[config.mk]
export PLATFORM = sky130hd
export DESIGN_NAME = sample_clock_sync
export DESIGN_NICKNAME = d
export VERILOG_FILES = /design/src/hw/clock_sync_pkg.sv /design/src/hw/word_buffer.sv /design/src/hw/sample_clock_sync.sv
export SDC_FILE = /design/constraint.sdc
export NUM_CORES = 1
export LEC_CHECK = 0
export ABC_CLOCK_PERIOD_IN_PS = 8700
export BUFFER_PORTS_ARGS = -buffer_cell sky130_fd_sc_hd__buf_2
export CORE_ASPECT_RATIO = 1.1
export CORE_MARGIN = 1.5
export CORE_UTILIZATION = 59
export CTS_CLUSTER_DIAMETER = 40
export CTS_CLUSTER_SIZE = 30
export DETAILED_ROUTE_END_ITERATION = 8
export PLACE_DENSITY = 0.8
export SLEW_MARGIN = 20
export SYNTH_ARGS = -nofsm -noshare
export SYNTH_HDL_FRONTEND = slang
export SYNTH_SLANG_ARGS = --single-unit
[constraint.sdc]
create_clock -name clk -period 8.7 [get_ports clk]
set_input_delay 0 -clock clk [delete_from_list [all_inputs] [get_ports clk]]
set_output_delay 0 -clock clk [all_outputs]
set_load 0.02 [all_outputs]
[src/hw/clock_sync_pkg.sv]
// constants and types shared by the sample clock control block
package clock_sync_pkg;

  // serial configuration frame: 4 address bits then 16 data bits, msb first
  localparam int          ADDR_W       = 4;
  localparam int          DATA_W       = 16;
  localparam logic [4:0]  FRAME_LAST   = 5'h13;

  // register offsets
  localparam logic [3:0]  ADDR_EXT_CONFIG = 4'h9;
  localparam logic [3:0]  ADDR_GAIN       = 4'hb;
  localparam logic [3:0]  ADDR_FINE       = 4'he;
  localparam logic [3:0]  ADDR_COARSE     = 4'hf;

  // values after reset
  localparam logic [15:0] RST_EXT_CONFIG  = 16'h03ff;
  localparam logic [15:0] RST_GAIN        = 16'h807f;
  localparam logic [15:0] RST_FINE        = 16'h00ff;
  localparam logic [15:0] RST_COARSE      = 16'h007f;

  // field positions
  localparam int          GAIN_MSB        = 15;
  localparam int          GAIN_LSB        = 7;
  localparam int          FINE_MSB        = 15;
  localparam int          FINE_LSB        = 8;
  localparam int          INVERT_BIT      = 15;
  localparam int          COARSE_MSB      = 14;
  localparam int          COARSE_LSB      = 10;
  localparam int          INTER_MSB       = 9;
  localparam int          INTER_LSB       = 7;
  localparam int          PATTERN_BIT     = 15;
  localparam int          KEEP_CLOCK_BIT  = 14;

  // analog scaling figures
  localparam int          RANGE_MIN_MV    = 560;
  localparam int          RANGE_SPAN_MV   = 280;
  localparam int          GAIN_FULL_CODE  = 511;
  localparam int          INTER_STEP_PS   = 11;
  localparam int          COARSE_STEP_PS  = 65;
  localparam int          MAX_DELAY_PS    = 2100;

  // restart delay after output clock reset release, in input clock cycles
  localparam logic [2:0]  RESTART_DEMUX0  = 3'h4;
  localparam logic [2:0]  RESTART_OTHER   = 3'h3;

  // clock-to-output delay as a time, and as system clock cycles (rounded up)
  localparam int          CLK_MHZ         = 100;
  localparam int          TOD_NS          = 4;
  localparam int          TOD_RAW         = (TOD_NS * CLK_MHZ + 999) / 1000;
  localparam logic [3:0]  TOD_CYC         = 4'(TOD_RAW < 1 ? 1 : TOD_RAW);

  // test words; the complement phase flips them
  localparam logic [7:0]  PAT_QD          = 8'h01;
  localparam logic [7:0]  PAT_ID          = 8'h02;
  localparam logic [7:0]  PAT_Q_DEMUX     = 8'h03;
  localparam logic [7:0]  PAT_I_DEMUX     = 8'h04;
  localparam logic [7:0]  PAT_Q_SINGLE    = 8'h01;
  localparam logic [7:0]  PAT_I_SINGLE    = 8'h02;
  localparam logic [3:0]  PAT_LEN_DEMUX   = 4'h5;
  localparam logic [3:0]  PAT_LEN_SINGLE  = 4'ha;
  // bit n is the complement flag of step n
  localparam logic [9:0]  PAT_FLIP_DEMUX  = 10'h00a;
  localparam logic [9:0]  PAT_FLIP_SINGLE = 10'h132;

  localparam int          WORD_W          = 33;
  localparam int          SYNC_W          = 10;

  typedef enum logic [2:0] {
    OUTPUT_DATA_CLOCK_RUN   = 3'b000,
    OUTPUT_DATA_CLOCK_HELD  = 3'b001,
    OUTPUT_DATA_CLOCK_FALL  = 3'b010,
    OUTPUT_DATA_CLOCK_COUNT = 3'b011,
    OUTPUT_DATA_CLOCK_TOD   = 3'b100
  } output_data_clock_state_t;

endpackage

[src/hw/word_buffer.sv]
// small first-in first-out buffer between data selection and the output ports
`timescale 1ns/1ns
`default_nettype none
module word_buffer #(
  parameter int WIDTH = 33,
  parameter int DEPTH = 2
) (
  input  wire logic             clk,
  input  wire logic             rst_n,
  input  wire logic             in_valid,
  output logic                  in_ready,
  input  wire logic [WIDTH-1:0] in_data,
  output logic                  out_valid,
  input  wire logic             out_ready,
  output logic      [WIDTH-1:0] out_data
);
  localparam int PTR_W = (DEPTH > 1) ? $clog2(DEPTH) : 1;
  localparam int CNT_W = $clog2(DEPTH + 1);

  logic [WIDTH-1:0] mem [DEPTH];
  logic [PTR_W-1:0] wr_ptr;
  logic [PTR_W-1:0] rd_ptr;
  logic [CNT_W-1:0] count;
  logic             push;
  logic             pop;

  function automatic logic [PTR_W-1:0] bump(input logic [PTR_W-1:0] p);
    bump = (p == PTR_W'(DEPTH - 1)) ? '0 : p + PTR_W'(1);
  endfunction

  assign in_ready  = (count != CNT_W'(DEPTH));
  assign out_valid = (count != '0);
  assign out_data  = mem[rd_ptr];
  assign push      = in_valid && in_ready;
  assign pop       = out_valid && out_ready;

  always_ff @(posedge clk) begin
    if (push) begin
      mem[wr_ptr] <= in_data;
    end
  end

  always_ff @(posedge clk) begin
    if (!rst_n) begin
      wr_ptr <= '0;
      rd_ptr <= '0;
      count  <= '0;
    end else begin
      if (push) begin
        wr_ptr <= bump(wr_ptr);
      end
      if (pop) begin
        rd_ptr <= bump(rd_ptr);
      end
      if (push && !pop) begin
        count <= count + CNT_W'(1);
      end else if (pop && !push) begin
        count <= count - CNT_W'(1);
      end
    end
  end
endmodule // word_buffer
`default_nettype wire

[src/hw/sample_clock_sync.sv]
// sample clock phase registers, output data clock reset/restart and test pattern
// Functional notes
// 9-bit upper gain field scales range 560, 700, 840 mV monotonically.
// host keeps gain code between 0110 0000 0b and 1110 0000 0b.
// gain change applies at once, no new calibration needed.
// host writes every unused low register bit as one.
// 8-bit fine phase field, 0 to about 50 ps, resets to zero.
// top bit of coarse register inverts sample clock, resets to zero.
// 3-bit intermediate field, about 11 ps per step, zero at reset.
// combined coarse and intermediate delay tops out near 2.1 ns.
// 5-bit coarse field in bits 14:10 adds fixed step, resets zero.
// output clock invalid while a register word is shifting in.
// host writes only registers whose contents change.
// output clock reset accepted any time; clock held at mode level.
// reset assertion may truncate the clock, leaving one narrow pulse.
// reset release taken only on next input clock falling edge.
// restart after 4 cycles in 1:2 zero-degree, else 3, plus delay.
// host never asserts output clock reset during calibration.
// output clock stops during calibration unless kept running.
// pattern mode replaces converted data on all ports and range flag.
// each port has its own 8-bit word alternating with complement; without demux, q/qd and i/id share words flipped on steps 1,4,5,8 of 10.
// top bit of extended configuration enables pattern, resets zero.
// pattern held in reset starts in step on reset release.
// pattern started without reset may offset channels by one word.
`timescale 1ns/1ns
`default_nettype none
module sample_clock_sync (
  input  wire logic        clk,
  input  wire logic        rst_n,
  input  wire logic        in_clk,
  input  wire logic        output_clock_reset,
  input  wire logic        calibration_running,
  input  wire logic        demux_1to2,
  input  wire logic        demux_zero_phase,
  input  wire logic        sdr_mode,
  input  wire logic        output_edge,
  input  wire logic        scs_n,
  input  wire logic        sclk,
  input  wire logic        sdata,
  input  wire logic [7:0]  conv_i,
  input  wire logic [7:0]  conv_q,
  input  wire logic [7:0]  conv_id,
  input  wire logic [7:0]  conv_qd,
  input  wire logic        conv_or,
  input  wire logic        conv_valid,
  output logic             conv_ready,
  output logic [7:0]       out_i,
  output logic [7:0]       out_q,
  output logic [7:0]       out_id,
  output logic [7:0]       out_qd,
  output logic             out_or,
  output logic             out_valid,
  input  wire logic        out_ready,
  output logic             output_data_clock,
  output logic             data_clock_valid,
  output logic [8:0]       gain_code,
  output logic [9:0]       range_mv,
  output logic [7:0]       fine_phase,
  output logic [4:0]       coarse_phase,
  output logic [2:0]       intermediate_phase_field,
  output logic             sample_clock_invert,
  output logic [11:0]      sample_delay_ps,
  output logic             test_pattern_enable,
  output logic             keep_clock_running
);
  // every control pin is asynchronous to clk, the mode straps included
  logic [clock_sync_pkg::SYNC_W-1:0] sync1;
  logic [clock_sync_pkg::SYNC_W-1:0] sync2;
  logic [clock_sync_pkg::SYNC_W-1:0] prev;
  logic                              ic_rise;
  logic                              ic_fall;
  logic                              sck_rise;
  logic                              orst_s;
  logic                              cal_s;
  logic                              scs_n_s;
  logic [4:0]                        bit_count;
  logic [19:0]                       shift;
  logic                              word_done;
  logic                              write_strobe;
  logic [3:0]                        write_addr;
  logic [15:0]                       write_data;
  logic [15:0]                       reg_ext;
  logic [15:0]                       reg_gain;
  logic [15:0]                       reg_fine;
  logic [15:0]                       reg_coarse;
  clock_sync_pkg::output_data_clock_state_t       state;
  logic [2:0]                        restart_count;
  logic [3:0]                        tod_count;
  logic                              hold_level;
  logic                              div_phase;
  logic                              clock_stopped;
  logic                              toggle;
  logic                              word_evt;
  logic [3:0]                        i_phase;
  logic [3:0]                        q_phase;
  logic                              q_lag;
  logic                              pattern_prev;
  logic [3:0]                        pat_len;
  logic                              i_flip;
  logic                              q_flip;
  logic [clock_sync_pkg::WORD_W-1:0] next_word;
  logic                              buf_in_valid;
  logic                              buf_in_ready;
  logic [clock_sync_pkg::WORD_W-1:0] buf_out_data;
  function automatic logic pattern_flip(input logic [3:0] phase, input logic dmx);
    logic [9:0] table_bits;
    table_bits   = dmx ? clock_sync_pkg::PAT_FLIP_DEMUX : clock_sync_pkg::PAT_FLIP_SINGLE;
    pattern_flip = table_bits[phase];
  endfunction
  function automatic logic [3:0] phase_step(input logic [3:0] phase, input logic [3:0] len);
    phase_step = (phase == len - 4'h1) ? 4'h0 : phase + 4'h1;
  endfunction
  always_ff @(posedge clk) begin
    if (!rst_n) begin
      sync1 <= '0;
      sync2 <= '0;
      prev  <= '0;
    end else begin
      sync1 <= {in_clk, output_clock_reset, calibration_running, scs_n, sclk, sdata,
                demux_1to2, demux_zero_phase, sdr_mode, output_edge};
      sync2 <= sync1;
      prev  <= sync2;
    end
  end
  assign ic_rise  = sync2[9] && !prev[9];
  assign ic_fall  = !sync2[9] && prev[9];
  assign orst_s   = sync2[8];
  assign cal_s    = sync2[7];
  assign scs_n_s  = sync2[6];
  assign sck_rise = sync2[5] && !prev[5];
  // serial write port: 4-bit address then 16-bit data, taken on sclk rise
  always_ff @(posedge clk) begin
    if (!rst_n) begin
      bit_count    <= '0;
      shift        <= '0;
      word_done    <= 1'b0;
      write_strobe <= 1'b0;
    end else begin
      write_strobe <= 1'b0;
      if (scs_n_s) begin
        bit_count <= '0;
        word_done <= 1'b0;
      end else if (sck_rise && !word_done) begin
        shift <= {shift[18:0], sync2[4]};
        if (bit_count == clock_sync_pkg::FRAME_LAST) begin
          word_done    <= 1'b1;
          write_strobe <= 1'b1;
        end else begin
          bit_count <= bit_count + 5'h1;
        end
      end
    end
  end
  assign write_addr = shift[19:16];
  assign write_data = shift[15:0];
  // write-only registers; unused low bits are stored but steer nothing
  always_ff @(posedge clk) begin
    if (!rst_n) begin
      reg_ext    <= clock_sync_pkg::RST_EXT_CONFIG;
      reg_gain   <= clock_sync_pkg::RST_GAIN;
      reg_fine   <= clock_sync_pkg::RST_FINE;
      reg_coarse <= clock_sync_pkg::RST_COARSE;
    end else if (write_strobe) begin
      case (write_addr)
        clock_sync_pkg::ADDR_EXT_CONFIG: reg_ext    <= write_data;
        clock_sync_pkg::ADDR_GAIN:       reg_gain   <= write_data;
        clock_sync_pkg::ADDR_FINE:       reg_fine   <= write_data;
        clock_sync_pkg::ADDR_COARSE:     reg_coarse <= write_data;
        default:                         ;
      endcase
    end
  end
  // gain reaches the analog side directly, no calibration request raised
  assign gain_code                = reg_gain[clock_sync_pkg::GAIN_MSB:clock_sync_pkg::GAIN_LSB];
  assign fine_phase               = reg_fine[clock_sync_pkg::FINE_MSB:clock_sync_pkg::FINE_LSB];
  assign coarse_phase             = reg_coarse[clock_sync_pkg::COARSE_MSB:clock_sync_pkg::COARSE_LSB];
  assign intermediate_phase_field = reg_coarse[clock_sync_pkg::INTER_MSB:clock_sync_pkg::INTER_LSB];
  assign sample_clock_invert      = reg_coarse[clock_sync_pkg::INVERT_BIT];
  assign test_pattern_enable      = reg_ext[clock_sync_pkg::PATTERN_BIT];
  assign keep_clock_running       = reg_ext[clock_sync_pkg::KEEP_CLOCK_BIT];
  always_ff @(posedge clk) begin
    if (!rst_n) begin
      range_mv        <= 10'(clock_sync_pkg::RANGE_MIN_MV + clock_sync_pkg::RANGE_SPAN_MV / 2);
      sample_delay_ps <= '0;
    end else begin
      range_mv <= 10'(clock_sync_pkg::RANGE_MIN_MV
                  + (32'(gain_code) * clock_sync_pkg::RANGE_SPAN_MV)
                  / clock_sync_pkg::GAIN_FULL_CODE);
      // summed steps reach at most 2092 ps; the clamp at 2100 ps never engages
      if (32'(coarse_phase) * clock_sync_pkg::COARSE_STEP_PS
          + 32'(intermediate_phase_field) * clock_sync_pkg::INTER_STEP_PS
          > clock_sync_pkg::MAX_DELAY_PS) begin
        sample_delay_ps <= 12'(clock_sync_pkg::MAX_DELAY_PS);
      end else begin
        sample_delay_ps <= 12'(32'(coarse_phase) * clock_sync_pkg::COARSE_STEP_PS
                           + 32'(intermediate_phase_field) * clock_sync_pkg::INTER_STEP_PS);
      end
    end
  end
  // output clock: reset, synchronised release and restart
  function automatic logic sdr_mode_level(input logic sdr, input logic edge_sel);
    sdr_mode_level = sdr ? edge_sel : !edge_sel;
  endfunction
  assign hold_level = sdr_mode_level(sync2[1], sync2[0]);

  always_ff @(posedge clk) begin
    if (!rst_n) begin
      state         <= clock_sync_pkg::OUTPUT_DATA_CLOCK_RUN;
      restart_count <= '0;
      tod_count     <= '0;
    end else if (orst_s) begin
      state <= clock_sync_pkg::OUTPUT_DATA_CLOCK_HELD;
    end else begin
      case (state)
        clock_sync_pkg::OUTPUT_DATA_CLOCK_RUN: state <= clock_sync_pkg::OUTPUT_DATA_CLOCK_RUN;
        clock_sync_pkg::OUTPUT_DATA_CLOCK_HELD: state <= clock_sync_pkg::OUTPUT_DATA_CLOCK_FALL;
        clock_sync_pkg::OUTPUT_DATA_CLOCK_FALL: begin
          if (ic_fall) begin
            state         <= clock_sync_pkg::OUTPUT_DATA_CLOCK_COUNT;
            restart_count <= (sync2[3] && sync2[2]) ? clock_sync_pkg::RESTART_DEMUX0
                                                    : clock_sync_pkg::RESTART_OTHER;
          end
        end
        clock_sync_pkg::OUTPUT_DATA_CLOCK_COUNT: begin
          if (ic_rise) begin
            if (restart_count == 3'h1) begin
              state     <= clock_sync_pkg::OUTPUT_DATA_CLOCK_TOD;
              tod_count <= clock_sync_pkg::TOD_CYC;
            end
            restart_count <= restart_count - 3'h1;
          end
        end
        clock_sync_pkg::OUTPUT_DATA_CLOCK_TOD: begin
          if (tod_count == 4'h1) begin
            state <= clock_sync_pkg::OUTPUT_DATA_CLOCK_RUN;
          end
          tod_count <= tod_count - 4'h1;
        end
        default: state <= clock_sync_pkg::OUTPUT_DATA_CLOCK_HELD;
      endcase
    end
  end
  assign clock_stopped = (cal_s && !keep_clock_running) || (!scs_n_s && !word_done);
  assign toggle = (state == clock_sync_pkg::OUTPUT_DATA_CLOCK_RUN) && !orst_s && ic_fall
                  && !clock_stopped && (!sync2[3] || div_phase);
  // sdr moves a word once per output period, otherwise once per edge
  assign word_evt = toggle && (!sync2[1] || (output_data_clock == hold_level));
  always_ff @(posedge clk) begin
    if (!rst_n) begin
      output_data_clock <= 1'b0;
      div_phase         <= 1'b0;
      data_clock_valid  <= 1'b0;
    end else begin
      if (orst_s || state != clock_sync_pkg::OUTPUT_DATA_CLOCK_RUN) begin
        // forced at once: a high phase in flight may be cut short
        output_data_clock <= hold_level;
        div_phase         <= 1'b0;
      end else if (ic_fall && !clock_stopped) begin
        div_phase <= !div_phase;
        if (toggle) begin
          output_data_clock <= !output_data_clock;
        end
      end
      data_clock_valid <= (state == clock_sync_pkg::OUTPUT_DATA_CLOCK_RUN) && !orst_s
                          && !clock_stopped;
    end
  end
  // test pattern generator
  assign pat_len = sync2[3] ? clock_sync_pkg::PAT_LEN_DEMUX : clock_sync_pkg::PAT_LEN_SINGLE;
  assign i_flip  = pattern_flip(i_phase, sync2[3]);
  assign q_flip  = pattern_flip(q_phase, sync2[3]);
  always_ff @(posedge clk) begin
    if (!rst_n) begin
      i_phase      <= '0;
      q_phase      <= '0;
      q_lag        <= 1'b0;
      pattern_prev <= 1'b0;
    end else begin
      pattern_prev <= test_pattern_enable;
      if (orst_s || !test_pattern_enable) begin
        i_phase <= '0;
        q_phase <= '0;
        q_lag   <= 1'b0;
      end else begin
        if (!pattern_prev) begin
          q_lag <= 1'b1;
        end
        if (word_evt && buf_in_ready) begin
          i_phase <= phase_step(i_phase, pat_len);
          if (q_lag) begin
            q_lag <= 1'b0;
          end else begin
            q_phase <= phase_step(q_phase, pat_len);
          end
        end
      end
    end
  end

  // word layout: {range, qd, id, q, i}
  always_comb begin
    if (test_pattern_enable) begin
      next_word = {i_flip,
                   clock_sync_pkg::PAT_QD ^ {8{q_flip}},
                   clock_sync_pkg::PAT_ID ^ {8{i_flip}},
                   (sync2[3] ? clock_sync_pkg::PAT_Q_DEMUX
                             : clock_sync_pkg::PAT_Q_SINGLE) ^ {8{q_flip}},
                   (sync2[3] ? clock_sync_pkg::PAT_I_DEMUX
                             : clock_sync_pkg::PAT_I_SINGLE) ^ {8{i_flip}}};
    end else begin
      next_word = {conv_or, conv_qd, conv_id, conv_q, conv_i};
    end
  end
  assign buf_in_valid = word_evt && (test_pattern_enable || conv_valid);
  assign conv_ready   = word_evt && !test_pattern_enable && buf_in_ready;
  word_buffer #(
    .WIDTH (clock_sync_pkg::WORD_W),
    .DEPTH (2)
  ) u_buffer (
    .clk       (clk),
    .rst_n     (rst_n),
    .in_valid  (buf_in_valid),
    .in_ready  (buf_in_ready),
    .in_data   (next_word),
    .out_valid (out_valid),
    .out_ready (out_ready),
    .out_data  (buf_out_data)
  );

  assign out_i  = buf_out_data[7:0];
  assign out_q  = buf_out_data[15:8];
  assign out_id = buf_out_data[23:16];
  assign out_qd = buf_out_data[31:24];
  assign out_or = buf_out_data[32];
endmodule // sample_clock_sync
`default_nettype wire

==> summary.md <==
| Metric | Value |
|---|---|
| Clock share of power | `41.6%` |
| Area contributors post-synth | `dfxtp_1 (23%), edfxtp_1 (18%), ha_1 (7.1%)` |
| Synth top area share | `22.9%` |
| Top FF cell, synth | `dfxtp_1` |
| Sw Pwr | `0.000477 W` |
| Worst Path Arrival | `8.54 ns` |
| I/O Pins | `134` |
| Max incr delay on CP | `0.52 ns` |
| Root Buffer | `clkbuf_16` |
| Leakage | `5.33 nW` |
| GRT Overall Usage | `26.8%` |
| H-tree Lvls | `4` |
| DR WL/cell | `16.6 um` |
| Final setup viols | `0` |
| R2r startpoint | `reg_gain[15]` |
| CTS Buffer Depth | `2` |
| PD cells | `143 nW/um2` |
| Antenna violations before repair | `0` |
| Floorplan row count | `52` |
| Crit Path Class | `flip-flop to flip-flop` |
| Largest net degree at the start of global routing | `41` |
| Pre-CTS setup slack | `0.273 ns` |
| Die extent in y | `147 um` |
| First-pass GRT wire length | `42600 um` |
| Detail Placement HPWL | `18300 um` |
| Sw Share | `25.5%` |
| Post-synth top area cell | `dfxtp_1` |
| Clock transition at the registers of the reported paths | `0.08 ns` |
| Count leader, synth | `dfxtp_1` |
| R2r setup slk | `0.49 ns` |
| FFs w/ async S/R, synth | `0%` |
| Crit path max-delay family | `compound AO/OA/AOI/OAI gates` |
| Filler instances | `1387` |
| Inserted Clock Buffers | `17` |
| Total stage count of the critical path | `28` |
| # nets final | `1444` |
| EDFF count, synth | `66` |
| Worst setup EP type | `flip-flop` |
| MaxCap Viol Count | `0` |
| Setup Buffers After CTS | `0` |
| Commonest cells in the netlist | `dfxtp_1 (127), nor2_1 (123), nand2_1 (98), edfxtp_1 (66), ha_1 (63)` |
| Antenna diodes | `0` |
| End of the critical path | `range_mv[0]` |
| GPL Wtd Cong | `0.923` |
| Tightest Hold Check Type | `primary input to flip-flop` |
| Layout cells sized above 1 | `20.5%` |
| Internal | `0.00139 W` |
| Worst setup margin | `0.488 ns` |
| Vias in the first global route | `8768` |
| CTS tree | `built` |
| Port bufs | `133` |
| Syn nets | `1276` |
| FMAX | `122 MHz` |
| Combinational power share | `7.7%` |
| Via density | `5.80` |
| Critical Path Fanout Max | `10` |
| Clk sinks | `193` |
| Die ar. | `19700 um2` |
| Area grow syn2layout | `17.8%` |
| Clk_lat worst skew | `0.44 ns` |
| Post-route total power | `0.00187 W` |
| Die X | `134 um` |
| Synth Instances | `1157` |
| Syn. warnings | `0` |
| Reg2reg end | `range_mv[0]` |
| Residual DRC | `0` |
| Fin. Hold Viols | `0` |
| Status | `finished clean` |
| VDD IR max | `0.155 mV` |
| Fin crit period | `8.21 ns` |
| Data required time of the worst path | `9.03 ns` |
| Setup TNS | `0 ns` |
| Buffers and inverters on the worst path | `3` |
| FF-to-FF path depth | `28` |
| Startpoint types | `flip-flop` |
| Netlist Area Pre-Place | `11100 um2` |
| Post-Route WL | `26300 um` |
| CP Launch Point | `reg_gain[15]` |
| Remaining Overflow, GRT | `0` |
| Hold path start | `rst_n` |
| Starting Density | `60.4%` |
| FF+latch count, synth | `193` |
| Drt initial violations | `559` |
| Final Max Tran Viols | `0` |
| Seq/Total Area, Yosys | `40.7%` |
| Post-synthesis cell type count | `98` |
| Reg power frac | `50.7%` |
| Core area | `18400 um2` |
| Final ANT Viol Nets | `0` |
| Worst Skew | `0.0135 ns` |
| Tcrit/Tclk final | `94.4%` |
| Max_slew headroom | `33.4%` |
| Worst-Margin Slew | `0.998 ns` |
| Syn_area_per_cell | `9.61 um2` |
| Critical-path top delay cell | `fa_1` |
| Vias | `9176` |
| Initial DRT Pass Iterations | `5` |
[sequential cells by signal (all words and copies together) (netlist names), 8 cells and up, named ones only]
signal and cells:
shift 20, reg_fine 8, sample_delay_ps 12, range_mv 10
reg_gain 9, sync1 10, reg_coarse 9, u_buffer.mem 66
sync2 10
[worst min-delay path by stage]
stage | to | slack, ns | cells after the start
2_1_floorplan | sync1[0] | 0.13 | 1
3_3_place_gp | sync1[7] | 0.21 | 2
3_5_place_dp | sync1[1] | 0.21 | 2
4_1_cts | reg_gain[15] | 0.07 | 2
5_1_grt | reg_gain[15] | 0.09 | 2
6_report | reg_gain[15] | 0.09 | 2
[per-stage QoR]
stage          hold slack (ns)  cells  util (%)  instance area, um2
6_report                0.0908   1581      71.1               13100
5_1_grt                 0.0930   1581      71.1               13100
4_1_cts                 0.0670   1581      70.8               13000
3_5_place_dp             0.210   1505      65.2               12000
3_3_place_gp             0.206   1505      65.2               12000
2_1_floorplan            0.127   1157         -               11100
[cells by family after synthesis]
family	Yosys count	synth area share [%]
adders and majority gates	72	8.71
muxes	79	7.69
and+or+nand+nor	395	17.3
AOI/OAI and AO/OA	260	17.3
DFF	193	40.7
buffers and inverters	104	3.73
xor gates and xnor gates	54	4.63
[area by class of cell]
type / count / area, um2 / share of cell area (%)
sequential: 193 / 4530 / 34.6
clock buffer: 17 / 425 / 3.25
inverter: 63 / 236 / 1.81
multi-input combinational: 860 / 6240 / 47.6
clock inverter: 15 / 165 / 1.26
tap: 243 / 304 / 2.32
timing repair buffer: 190 / 1200 / 9.19
[what timing repair did]
item,4_1_cts,5_1_grt
resized for setup,0,13
endpoints found under the hold margin,78,0
endpoints found under the setup margin,0,2
hold buffers,44,0
[cells in the final DEF, fill, tap and decap left out, types with 32 or more instances in the layout]
cell type | synthesis | layout
buf_2 | 7 | 133
dfxtp_1 | 127 | 126
nor2_1 | 123 | 123
nand2_1 | 98 | 97
edfxtp_1 | 66 | 66
inv_1 | 62 | 62
ha_1 | 63 | 62
a21oi_1 | 58 | 58
dlygate4sd3_1 | 0 | 44
mux2i_1 | 40 | 39
o21ai_0 | 37 | 37
mux2_2 | 36 | 37
and2_1 | 36 | 36
o21a_1 | 32 | 32
[power groups by stage]
stage,logic [W],registers (W),clock network (W)
3_3_place_gp,0.000123,0.000970,0
6_report,0.000143,0.000950,0.000778
2_1_floorplan,0.0000886,0.000969,0
5_1_grt,0.000155,0.000951,0.000826
3_5_place_dp,0.000125,0.000970,0
4_1_cts,0.000142,0.000950,0.000787
[per-layer routing]
metal | wire length (um) | GRT usage, % | part of all wire, %
met5 | 0 | 0 | 0
met4 | 461 | 8.15 | 1.8
met3 | 1610 | 4.11 | 6.1
met2 | 13000 | 47.2 | 50
met1 | 11200 | 33.7 | 43
[worst register-to-register path: cells and delay by family (launching register included)]
kind            cells  cell delay (ns)
flops               1             0.45
buf+inv             3             0.23
fa+ha+maj           5             1.83
simple gates        5             1.48
compound gates     13             3.31
mux                 2             0.80
Power figures use the tool's default switching activity.
